--- config.mk ---
export PLATFORM = sky130hd
export DESIGN_NAME = xfe_engine
export DESIGN_NICKNAME = d
export VERILOG_FILES = /design/src/design/xfe_regs.v /design/src/design/xfe_engine.v
export VERILOG_INCLUDE_DIRS = /design/src /design/src/design
export SDC_FILE = /design/constraint.sdc
export NUM_CORES = 1
export LEC_CHECK = 0
export BUFFER_PORTS_ARGS = -buffer_cell sky130_fd_sc_hd__buf_2
export CAP_MARGIN = 20
export CORE_MARGIN = 2
export CORE_UTILIZATION = 45
export CTS_CLUSTER_DIAMETER = 100
export CTS_CLUSTER_SIZE = 14
export DETAILED_ROUTE_END_ITERATION = 8
export PLACE_DENSITY = 0.63
export SLEW_MARGIN = 20
export SYNTH_ARGS = -nofsm -noshare
export SYNTH_HDL_FRONTEND = slang
export SYNTH_HIERARCHICAL = 1
export SYNTH_SLANG_ARGS = --single-unit
--- constraint.sdc ---
create_clock -name core_clk -period 5.8 [get_ports core_clk]
set_input_delay 1.74 -clock core_clk [delete_from_list [all_inputs] [get_ports core_clk]]
set_output_delay 1.74 -clock core_clk [all_outputs]
set_load 0.01 [all_outputs]
--- src/design/xfe_defines.vh ---
// Purpose: constants for the descriptor transfer engine
// Assumes: 32-bit descriptor words, 24-bit memory addresses
// Notes: register offsets are byte addresses on the wishbone port
// Overview of operation
// fetch descriptor, transfer, write descriptor back
// 24-bit pointers step independently after transfers
// vector holds descriptor start, then load it
// chain enable loads next consecutive descriptor
// chain-on-zero chains only when counter zero
// chained descriptor raises no irq, keeps flag
// normal mode one unit, 1 to 65536
// repeat mode, high byte reloads low byte
// repeat expiry restores counter and area pointer
// repeat mode never requests irq by count
// block mode moves block of 1..256 units
// block end reloads counter, area; steps other
// block count in count_b, irq when done
// irq on count end or irq_every_transfer
// software activation uses soft done irq
// soft irq keeps soft_activate set
// software clears soft_activate after soft irq
// no soft irq while soft transfer pending
// count end clears vector enable, forwards irq
// plain soft transfer clears soft_activate
// step is 1 for byte, 2 for word
`ifndef XFE_DEFINES_VH
`define XFE_DEFINES_VH
// register byte offsets
`define XFE_OFS_CTRL 8'h00
`define XFE_OFS_ENABLE 8'h04
`define XFE_OFS_STATUS 8'h08
// control register fields
`define XFE_CTRL_SOFT 8
`define XFE_CTRL_VEC 7:0
// mode_word_a fields
`define XFE_MA_SRC 7:6
`define XFE_MA_DST 5:4
`define XFE_MA_MODE 3:2
`define XFE_MA_AREA 1
`define XFE_MA_WORD 0
// mode_word_b fields
`define XFE_MB_CHAIN 7
`define XFE_MB_EVERY 6
`define XFE_MB_ONZERO 5
// transfer modes
`define XFE_MODE_NORMAL 2'h0
`define XFE_MODE_REPEAT 2'h1
`define XFE_MODE_BLOCK 2'h2
// pointer step selections
`define XFE_STEP_INC 2'h2
`define XFE_STEP_DEC 2'h3
// memory access sizes
`define XFE_SIZE_BYTE 2'h0
`define XFE_SIZE_WORD 2'h1
`define XFE_SIZE_LONG 2'h2
// vector table and descriptor layout
`define XFE_VEC_BASE 24'h000400
`define XFE_WORD_BYTES 24'h000004
`define XFE_DESC_BYTES 24'h00000c
`endif

--- src/design/xfe_regs.v ---
// Purpose: wishbone register slave for the transfer engine
// Assumes: classic single cycles, one aligned word per register
// Notes: answers one cycle after the request, unmapped reads zero
`timescale 1ns/100ps
`include "xfe_defines.vh"
module xfe_regs #(
  parameter SRC_NUM = 8
) (
  // clock and reset
  input wire core_clk,
  input wire rst_n,
  // wishbone slave
  input wire wb_cyc_i,
  input wire wb_stb_i,
  input wire wb_we_i,
  input wire [7:0] wb_adr_i,
  input wire [3:0] wb_sel_i,
  input wire [31:0] wb_dat_i,
  output reg [31:0] wb_dat_o,
  output reg wb_ack_o,
  // engine side
  input wire [SRC_NUM-1:0] enClr,
  input wire softClr,
  input wire softTake,
  input wire softIrqSet,
  input wire busy,
  output reg [SRC_NUM-1:0] enableQ,
  output reg softActQ,
  output reg [7:0] softVecQ,
  output reg softPendQ,
  output reg softDoneIrqQ
);
  wire req = wb_cyc_i & wb_stb_i;
  // write takes effect at the edge where the master samples ack
  wire wr = req & wb_we_i & wb_ack_o;
  wire wrCtrl = wr & (wb_adr_i == `XFE_OFS_CTRL);
  wire wrEn = wr & (wb_adr_i == `XFE_OFS_ENABLE);
  wire softWr = wrCtrl & wb_sel_i[1];
  wire softNew = wb_dat_i[`XFE_CTRL_SOFT];
  always @(posedge core_clk or negedge rst_n) begin
    if (!rst_n) begin
      wb_ack_o <= 1'b0;
      wb_dat_o <= 32'h00000000;
      enableQ <= {SRC_NUM{1'b0}};
      softActQ <= 1'b0;
      softVecQ <= 8'h00;
      softPendQ <= 1'b0;
      softDoneIrqQ <= 1'b0;
    end else begin
      wb_ack_o <= req & ~wb_ack_o;
      if (req & ~wb_ack_o) begin
        case (wb_adr_i)
          `XFE_OFS_CTRL: wb_dat_o <= {23'h000000, softActQ, softVecQ};
          `XFE_OFS_ENABLE: wb_dat_o <= {{(32-SRC_NUM){1'b0}}, enableQ};
          `XFE_OFS_STATUS: wb_dat_o <= {30'h00000000, softDoneIrqQ, busy};
          default: wb_dat_o <= 32'h00000000;
        endcase
      end
      // hardware clear of an enable wins over a same-cycle write
      if (wrEn & wb_sel_i[0])
        enableQ <= wb_dat_i[SRC_NUM-1:0] & ~enClr;
      else
        enableQ <= enableQ & ~enClr;
      if (wrCtrl & wb_sel_i[0])
        softVecQ <= wb_dat_i[`XFE_CTRL_VEC];
      if (softWr)
        softActQ <= softNew;
      else if (softClr)
        softActQ <= 1'b0;
      // a request only starts on a 0 to 1 write of soft_activate
      if (softWr & softNew & ~softActQ)
        softPendQ <= 1'b1;
      else if (softTake)
        softPendQ <= 1'b0;
      // set wins over the clear done by writing soft_activate 0
      if (softIrqSet)
        softDoneIrqQ <= 1'b1;
      else if (softWr & ~softNew)
        softDoneIrqQ <= 1'b0;
    end
  end
endmodule // xfe_regs

--- src/design/xfe_engine.v ---
// Purpose: descriptor driven byte and word transfer engine
// Assumes: memory port answers with a one-cycle ack per access
// Notes: one activation served at a time, lowest source first
//
// The Wishbone register port and the placing of the registers were chosen for this implementation.
`timescale 1ns/100ps
`include "xfe_defines.vh"
module xfe_engine #(
  parameter SRC_NUM = 8,
  parameter IDX_W = 3
) (
  // clock and reset
  input wire core_clk,
  input wire rst_n,
  // wishbone slave
  input wire wb_cyc_i,
  input wire wb_stb_i,
  input wire wb_we_i,
  input wire [7:0] wb_adr_i,
  input wire [3:0] wb_sel_i,
  input wire [31:0] wb_dat_i,
  output wire [31:0] wb_dat_o,
  output wire wb_ack_o,
  // activation sources
  input wire [SRC_NUM-1:0] srcReq,
  output reg [SRC_NUM-1:0] srcClearQ,
  output reg [SRC_NUM-1:0] srcFwdQ,
  output wire softDoneIrq,
  output wire busy,
  // memory master
  output reg memReqQ,
  output reg memWeQ,
  output reg [23:0] memAddrQ,
  output reg [1:0] memSizeQ,
  output reg [31:0] memWdataQ,
  input wire [31:0] memRdata,
  input wire memAck
);
  localparam S_IDLE = 4'h0;
  localparam S_VEC = 4'h1;
  localparam S_RD0 = 4'h2;
  localparam S_RD1 = 4'h3;
  localparam S_RD2 = 4'h4;
  localparam S_DRD = 4'h5;
  localparam S_DWR = 4'h6;
  localparam S_WB0 = 4'h7;
  localparam S_WB1 = 4'h8;
  localparam S_WB2 = 4'h9;
  localparam S_END = 4'ha;

  reg [3:0] stateQ;
  reg softSrcQ;
  reg [IDX_W-1:0] idxQ;
  reg [23:0] descQ;
  reg [7:0] modeAQ;
  reg [7:0] modeBQ;
  reg [23:0] srcPQ;
  reg [23:0] dstPQ;
  reg [15:0] cntAQ;
  reg [15:0] cntBQ;
  reg doneQ;
  reg [SRC_NUM-1:0] enClrQ;
  reg softClrQ;
  reg softTakeQ;
  reg softIrqQ;
  wire [SRC_NUM-1:0] enableQ;
  wire softPend;
  wire [7:0] softVec;

  xfe_regs #(
    .SRC_NUM(SRC_NUM)
  ) u_regs (
    .core_clk(core_clk),
    .rst_n(rst_n),
    .wb_cyc_i(wb_cyc_i),
    .wb_stb_i(wb_stb_i),
    .wb_we_i(wb_we_i),
    .wb_adr_i(wb_adr_i),
    .wb_sel_i(wb_sel_i),
    .wb_dat_i(wb_dat_i),
    .wb_dat_o(wb_dat_o),
    .wb_ack_o(wb_ack_o),
    .enClr(enClrQ),
    .softClr(softClrQ),
    .softTake(softTakeQ),
    .softIrqSet(softIrqQ),
    .busy(busy),
    .enableQ(enableQ),
    .softActQ(),
    .softVecQ(softVec),
    .softPendQ(softPend),
    .softDoneIrqQ(softDoneIrq)
  );

  assign busy = (stateQ != S_IDLE);

  function [IDX_W-1:0] firstSet;
    input [SRC_NUM-1:0] v;
    integer i;
    begin
      firstSet = {IDX_W{1'b0}};
      for (i = SRC_NUM - 1; i >= 0; i = i - 1)
        if (v[i])
          firstSet = i[IDX_W-1:0];
    end
  endfunction

  function [SRC_NUM-1:0] oneHot;
    input [IDX_W-1:0] n;
    begin
      oneHot = {{(SRC_NUM-1){1'b0}}, 1'b1} << n;
    end
  endfunction

  // step by 1 for bytes, 2 for words
  function [23:0] stepPtr;
    input [23:0] p;
    input [1:0] m;
    input w;
    begin
      case (m)
        `XFE_STEP_INC: stepPtr = p + (w ? 24'h000002 : 24'h000001);
        `XFE_STEP_DEC: stepPtr = p - (w ? 24'h000002 : 24'h000001);
        default: stepPtr = p;
      endcase
    end
  endfunction

  // start of the area, from the pointer of its last unit; hm1 is
  // the unit count less one, so a count of 0 means 256 units
  function [23:0] restorePtr;
    input [23:0] p;
    input [1:0] m;
    input w;
    input [7:0] hm1;
    reg [23:0] ofs;
    begin
      ofs = w ? {15'h0000, hm1, 1'b0} : {16'h0000, hm1};
      case (m)
        `XFE_STEP_INC: restorePtr = p - ofs;
        `XFE_STEP_DEC: restorePtr = p + ofs;
        default: restorePtr = p;
      endcase
    end
  endfunction

  function [23:0] vecAddr;
    input [7:0] v;
    begin
      vecAddr = `XFE_VEC_BASE + {14'h0000, v, 2'b00};
    end
  endfunction

  wire [1:0] mode = modeAQ[`XFE_MA_MODE];
  wire word = modeAQ[`XFE_MA_WORD];
  wire areaSrc = modeAQ[`XFE_MA_AREA];
  wire chain = modeBQ[`XFE_MB_CHAIN];
  wire every = modeBQ[`XFE_MB_EVERY];
  wire onZero = modeBQ[`XFE_MB_ONZERO];
  wire [1:0] sizeSel = word ? `XFE_SIZE_WORD : `XFE_SIZE_BYTE;
  wire [SRC_NUM-1:0] pend = srcReq & enableQ;
  wire [7:0] lowDec = cntAQ[7:0] - 8'h01;
  wire [7:0] hm1 = cntAQ[15:8] - 8'h01;

  // pointer and counter update after one unit
  reg [23:0] srcN;
  reg [23:0] dstN;
  reg [15:0] cntAN;
  reg [15:0] cntBN;
  reg blkEnd;
  reg cntDone;
  always @* begin
    srcN = stepPtr(srcPQ, modeAQ[`XFE_MA_SRC], word);
    dstN = stepPtr(dstPQ, modeAQ[`XFE_MA_DST], word);
    cntAN = cntAQ;
    cntBN = cntBQ;
    blkEnd = 1'b1;
    cntDone = 1'b0;
    case (mode)
      `XFE_MODE_REPEAT: begin
        cntAN = {cntAQ[15:8], lowDec};
        if (lowDec == 8'h00) begin
          cntAN = {cntAQ[15:8], cntAQ[15:8]};
          if (areaSrc)
            srcN = restorePtr(srcPQ, modeAQ[`XFE_MA_SRC], word, hm1);
          else
            dstN = restorePtr(dstPQ, modeAQ[`XFE_MA_DST], word, hm1);
        end
        cntDone = 1'b0;
      end
      `XFE_MODE_BLOCK: begin
        cntAN = {cntAQ[15:8], lowDec};
        blkEnd = (lowDec == 8'h00);
        if (blkEnd) begin
          cntAN = {cntAQ[15:8], cntAQ[15:8]};
          if (areaSrc)
            srcN = restorePtr(srcPQ, modeAQ[`XFE_MA_SRC], word, hm1);
          else
            dstN = restorePtr(dstPQ, modeAQ[`XFE_MA_DST], word, hm1);
          cntBN = cntBQ - 16'h0001;
          cntDone = (cntBN == 16'h0000);
        end
      end
      default: begin
        // count_b is not touched here; 0 counts as 65536
        cntAN = cntAQ - 16'h0001;
        cntDone = (cntAN == 16'h0000);
      end
    endcase
  end

  // chain-on-zero breaks the chain unless the count ran out
  wire goChain = chain & (~onZero | doneQ);
  // a chained descriptor never interrupts, even if the chain breaks
  wire wantIrq = ~chain & (every | doneQ);

  task issue;
    input we;
    input [23:0] a;
    input [1:0] sz;
    input [31:0] d;
    begin
      memReqQ <= 1'b1;
      memWeQ <= we;
      memAddrQ <= a;
      memSizeQ <= sz;
      memWdataQ <= d;
    end
  endtask

  always @(posedge core_clk or negedge rst_n) begin
    if (!rst_n) begin
      stateQ <= S_IDLE;
      softSrcQ <= 1'b0;
      idxQ <= {IDX_W{1'b0}};
      descQ <= 24'h000000;
      modeAQ <= 8'h00;
      modeBQ <= 8'h00;
      srcPQ <= 24'h000000;
      dstPQ <= 24'h000000;
      cntAQ <= 16'h0000;
      cntBQ <= 16'h0000;
      doneQ <= 1'b0;
      enClrQ <= {SRC_NUM{1'b0}};
      softClrQ <= 1'b0;
      softTakeQ <= 1'b0;
      softIrqQ <= 1'b0;
      srcClearQ <= {SRC_NUM{1'b0}};
      srcFwdQ <= {SRC_NUM{1'b0}};
      memReqQ <= 1'b0;
      memWeQ <= 1'b0;
      memAddrQ <= 24'h000000;
      memSizeQ <= `XFE_SIZE_BYTE;
      memWdataQ <= 32'h00000000;
    end else begin
      enClrQ <= {SRC_NUM{1'b0}};
      softClrQ <= 1'b0;
      softTakeQ <= 1'b0;
      softIrqQ <= 1'b0;
      srcClearQ <= {SRC_NUM{1'b0}};
      srcFwdQ <= {SRC_NUM{1'b0}};
      if (memAck)
        memReqQ <= 1'b0;
      case (stateQ)
        S_IDLE: begin
          // peripheral sources take priority over software
          if (|pend) begin
            softSrcQ <= 1'b0;
            idxQ <= firstSet(pend);
            issue(1'b0, vecAddr({{(8-IDX_W){1'b0}}, firstSet(pend)}),
                  `XFE_SIZE_LONG, 32'h00000000);
            stateQ <= S_VEC;
          end else if (softPend) begin
            softSrcQ <= 1'b1;
            softTakeQ <= 1'b1;
            issue(1'b0, vecAddr(softVec), `XFE_SIZE_LONG,
                  32'h00000000);
            stateQ <= S_VEC;
          end
        end
        S_VEC: if (memAck) begin
          descQ <= memRdata[23:0];
          issue(1'b0, memRdata[23:0], `XFE_SIZE_LONG, 32'h00000000);
          stateQ <= S_RD0;
        end
        S_RD0: if (memAck) begin
          {modeAQ, srcPQ} <= memRdata;
          issue(1'b0, descQ + `XFE_WORD_BYTES, `XFE_SIZE_LONG,
                32'h00000000);
          stateQ <= S_RD1;
        end
        S_RD1: if (memAck) begin
          {modeBQ, dstPQ} <= memRdata;
          issue(1'b0, descQ + (`XFE_WORD_BYTES << 1), `XFE_SIZE_LONG,
                32'h00000000);
          stateQ <= S_RD2;
        end
        S_RD2: if (memAck) begin
          {cntAQ, cntBQ} <= memRdata;
          doneQ <= 1'b0;
          issue(1'b0, srcPQ, sizeSel, 32'h00000000);
          stateQ <= S_DRD;
        end
        S_DRD: if (memAck) begin
          issue(1'b1, dstPQ, sizeSel, {16'h0000, memRdata[15:0]});
          stateQ <= S_DWR;
        end
        S_DWR: if (memAck) begin
          srcPQ <= srcN;
          dstPQ <= dstN;
          cntAQ <= cntAN;
          cntBQ <= cntBN;
          doneQ <= cntDone;
          // inside a block the next unit follows at once
          if (!blkEnd) begin
            issue(1'b0, srcN, sizeSel, 32'h00000000);
            stateQ <= S_DRD;
          end else begin
            issue(1'b1, descQ, `XFE_SIZE_LONG, {modeAQ, srcN});
            stateQ <= S_WB0;
          end
        end
        S_WB0: if (memAck) begin
          issue(1'b1, descQ + `XFE_WORD_BYTES, `XFE_SIZE_LONG,
                {modeBQ, dstPQ});
          stateQ <= S_WB1;
        end
        S_WB1: if (memAck) begin
          issue(1'b1, descQ + (`XFE_WORD_BYTES << 1), `XFE_SIZE_LONG,
                {cntAQ, cntBQ});
          stateQ <= S_WB2;
        end
        S_WB2: if (memAck) begin
          if (goChain) begin
            descQ <= descQ + `XFE_DESC_BYTES;
            issue(1'b0, descQ + `XFE_DESC_BYTES, `XFE_SIZE_LONG,
                  32'h00000000);
            stateQ <= S_RD0;
          end else begin
            stateQ <= S_END;
            if (softSrcQ) begin
              if (wantIrq)
                softIrqQ <= 1'b1;
              else
                softClrQ <= 1'b1;
            end else if (wantIrq) begin
              srcFwdQ <= oneHot(idxQ);
              enClrQ <= oneHot(idxQ);
            end else if (!chain) begin
              srcClearQ <= oneHot(idxQ);
            end
          end
        end
        // one idle cycle lets the source flag and enables settle
        S_END: stateQ <= S_IDLE;
        default: stateQ <= S_IDLE;
      endcase
    end
  end
endmodule // xfe_engine

==> out/qor.txt <==
first-pass GRT wire length - 114700 um
CTS Sinks - 237
CP Launch Point - cntAQ[13]
Vias/cell - 6.414
synth-to-layout area growth - 9.463%
routed via count - 19890
DR DRC count - 8
reg-to-reg critical path startpoint - cntAQ[13]
hold-fix buffers at CTS - 0
Critical Path RT - 6.22 ns
YS warnings - 6
CTS buffer count - 21
Cell Count, Final, Fillers Out - 3101
#FFs+latches synth - 237
status - finished with violations
Core ar. - 42980 um^2
GR Util met2 - 51.79%
CTS resizes - 0
Synth Cell Area - 19520 um^2
crit path kind - reg2reg
commonest non-fill, non-tap cells in the layout - nand2_1 (260), a21oi_1 (256), dfrtp_1 (237)
unrepaired setup endpoints after global routing - no
CP Max Fanout - 9
DR iter-0 viols - 2633
final hold slack - 0.4314 ns
final setup TNS - 0 ns
Synth Area per Inst - 8.005 um^2
Min-Delay Path Class - reg2reg
Total GRT Usage - 33.48%
WP data arrival - 5.94 ns
worst skew pair latency - 0.55 ns
violated checks - design-rule violations
largest net degree at the start of global routing - 110
Max-cap violations - 0
Synth area leaders - dfrtp_1 (30%), ha_1 (6.6%), a21oi_1 (6.6%), o21ai_0 (5.6%), nand2_1 (5.0%)
flop-to-flop setup slack - 0.28 ns
Setup Buffers After CTS - 0
# rows - 76
htree depth - 1
Post-DP HPWL - 58280 um
GRT met1 Usage - 44.72%
final hold vios - 0
reg2reg path depth - 18
Fillers - 4248
Max clock buf depth - 3
CTS tree - done
CTS Root Buffer Type - clkbuf_16
share of layout cells above drive strength 1 - 12.01%
Final #Nets - 2708
Ports - 201
Pleak - 0.009369 uW
CP Capture Type - flip-flop
fin util - 49.70%
top cell type by total area after synthesis - dfrtp_1
Initial Utilization - 45.41%
Tcrit/Tclk final - 95.19%
met3 usage - 7.090%
sequential share of the synthesized area - 30.39%
vias in the first global route - 18130
Most Crowded Layer GR - met2
Tightest Pin Transition - 1.132 ns
post-route minimum period - 5.521 ns
die span in x - 212.3 um
Post-Place Cell Area - 20790 um^2
die height - 212.3 um
port bufs - 152
number of flops mapped to enable cells by yosys - 0
antenna violations before repair - 3
share of the synthesized area in the top cell type - 30.39%
DIE AREA - 45050 um^2
post-synth cell types - 88
Slew Viols, Final - 0
VDD IR-drop max - 0.0003924 V
clock slew at reported path FFs - 0.07 ns
grt total ovfl - 0
worst-case clock skew - 0.02109 ns
gp weighted congestion - 0.9633
DRT Pass-1 Iters - 9
Setup crit end - memAddrQ[23]
Max-Slew Margin vs Limit - 24.51%
Post-Place Cells - 3073
Critical Path Start Type - flip-flop
Post-Synthesis Cells - 2438
Setup Viol. Count Final - 0
PwrDens - 686.5 nW/um^2
commonest non-fill, non-tap cell in the layout - nand2_1
FF-to-FF End - memAddrQ[23]
post-synthesis async set-or-reset flop share - 100.0%
final instance area - 21360 um^2
Max Clk Rate - 0.1811 GHz
wire per inst - 24.81 um
DRT Wirelength - 76940 um
post-route ant nets - 0
ys flop type - dfrtp_1
worst max-delay path, cell delays in order, from the launching register on:
cell and delay, ns:
dfrtp_1 0.51, or4_1 0.73, or3_1 0.40, a32o_1 0.38, and3_1 0.22, ha_1 0.29, nand2_1 0.06, o21ai_0 0.15
ha_1 0.38, a21oi_1 0.19, o21ai_0 0.13, a21oi_1 0.24, nand4b_1 0.13, a31oi_1 0.39, and4bb_2 0.29, a311oi_2 0.24
a31oi_2 0.13, xnor2_1 0.20, a221o_1 0.33
cell type report:
cell class	count	area, um^2	area share, %
Timing Repair Buffer	201	1151	5.388
Antenna cell	2	5.005	0.02343
Sequential cell	237	5931	27.76
Multi-Input combinational cell	1995	12770	59.77
Clock buffer	23	543.0	2.542
Clock inverter	3	25.02	0.1171
Tap cell	585	732.0	3.426
Inverter	55	206.4	0.9664
sequential cells by signal (all words and copies together) (netlist names), 9 cells and up:
| register | count |
|---|---|
| memWdataQ | 32 |
| u_regs/wb_dat_o | 9 |
| dstPQ | 24 |
| cntBQ | 16 |
| cntAQ | 16 |
| memAddrQ | 24 |
| srcPQ | 24 |
| descQ | 24 |
worst min-delay path by stage:
stage                     depth (start not counted)  slack, ns       from               end
final                                             1       0.43  softTakeQ  u_regs/softPendQ
after global routing                              1       0.46  softTakeQ  u_regs/softPendQ
after CTS                                         1       0.43  softTakeQ  u_regs/softPendQ
after detailed placement                          1       0.43  softTakeQ  u_regs/softPendQ
after global placement                            1       0.43  softTakeQ  u_regs/softPendQ
after floorplan                                   1       0.40  softTakeQ  u_regs/softPendQ
Yosys cell counts (33+ instances only):
cell type  instances
a21o_1            44
a21oi_1          257
a222oi_1          36
a31oi_1           33
and3_1            34
clkbuf_1         133
dfrtp_1          237
ha_1             103
inv_1             54
mux2i_1           39
nand2_1          261
nand2b_1          37
nand3_1           54
nor2_1           200
nor3_1            60
o21ai_0          220
xnor2_1           59
report_power, final:
group | switching [uW] | leakage (uW) | internal, uW
clock | 678 | 0.000276 | 665
sequential | 1090 | 0.00300 | 2180
combinational | 6260 | 0.00610 | 3800
through the flow:
stage | setup WS, ns | total power, uW
final | 0.2790 | 14670
after global routing | 0.06955 | 15680
after CTS | 0.3784 | 14400
after detailed placement | 0.4434 | 13020
after global placement | 0.5061 | 12860
after floorplan | 0.5042 | 9922
logic make-up after synthesis:
kind of cell	synth area share [%]
buf+inv	4.962
flops	30.39
simple gates	19.18
mux	3.731
other cells	0.01921
xor+xnor	4.039
fa+ha+maj	7.014
compound gates	30.67
layer usage:
| metal | vias up | wire (um) |
|---|---|---|
| li1 | 9225 | - |
| met1 | 9515 | 31710 |
| met2 | 975 | 33480 |
| met3 | 174 | 7515 |
| met4 | 2 | 4226 |
| met5 | - | 17 |
(Power assumes the default switching activity.)
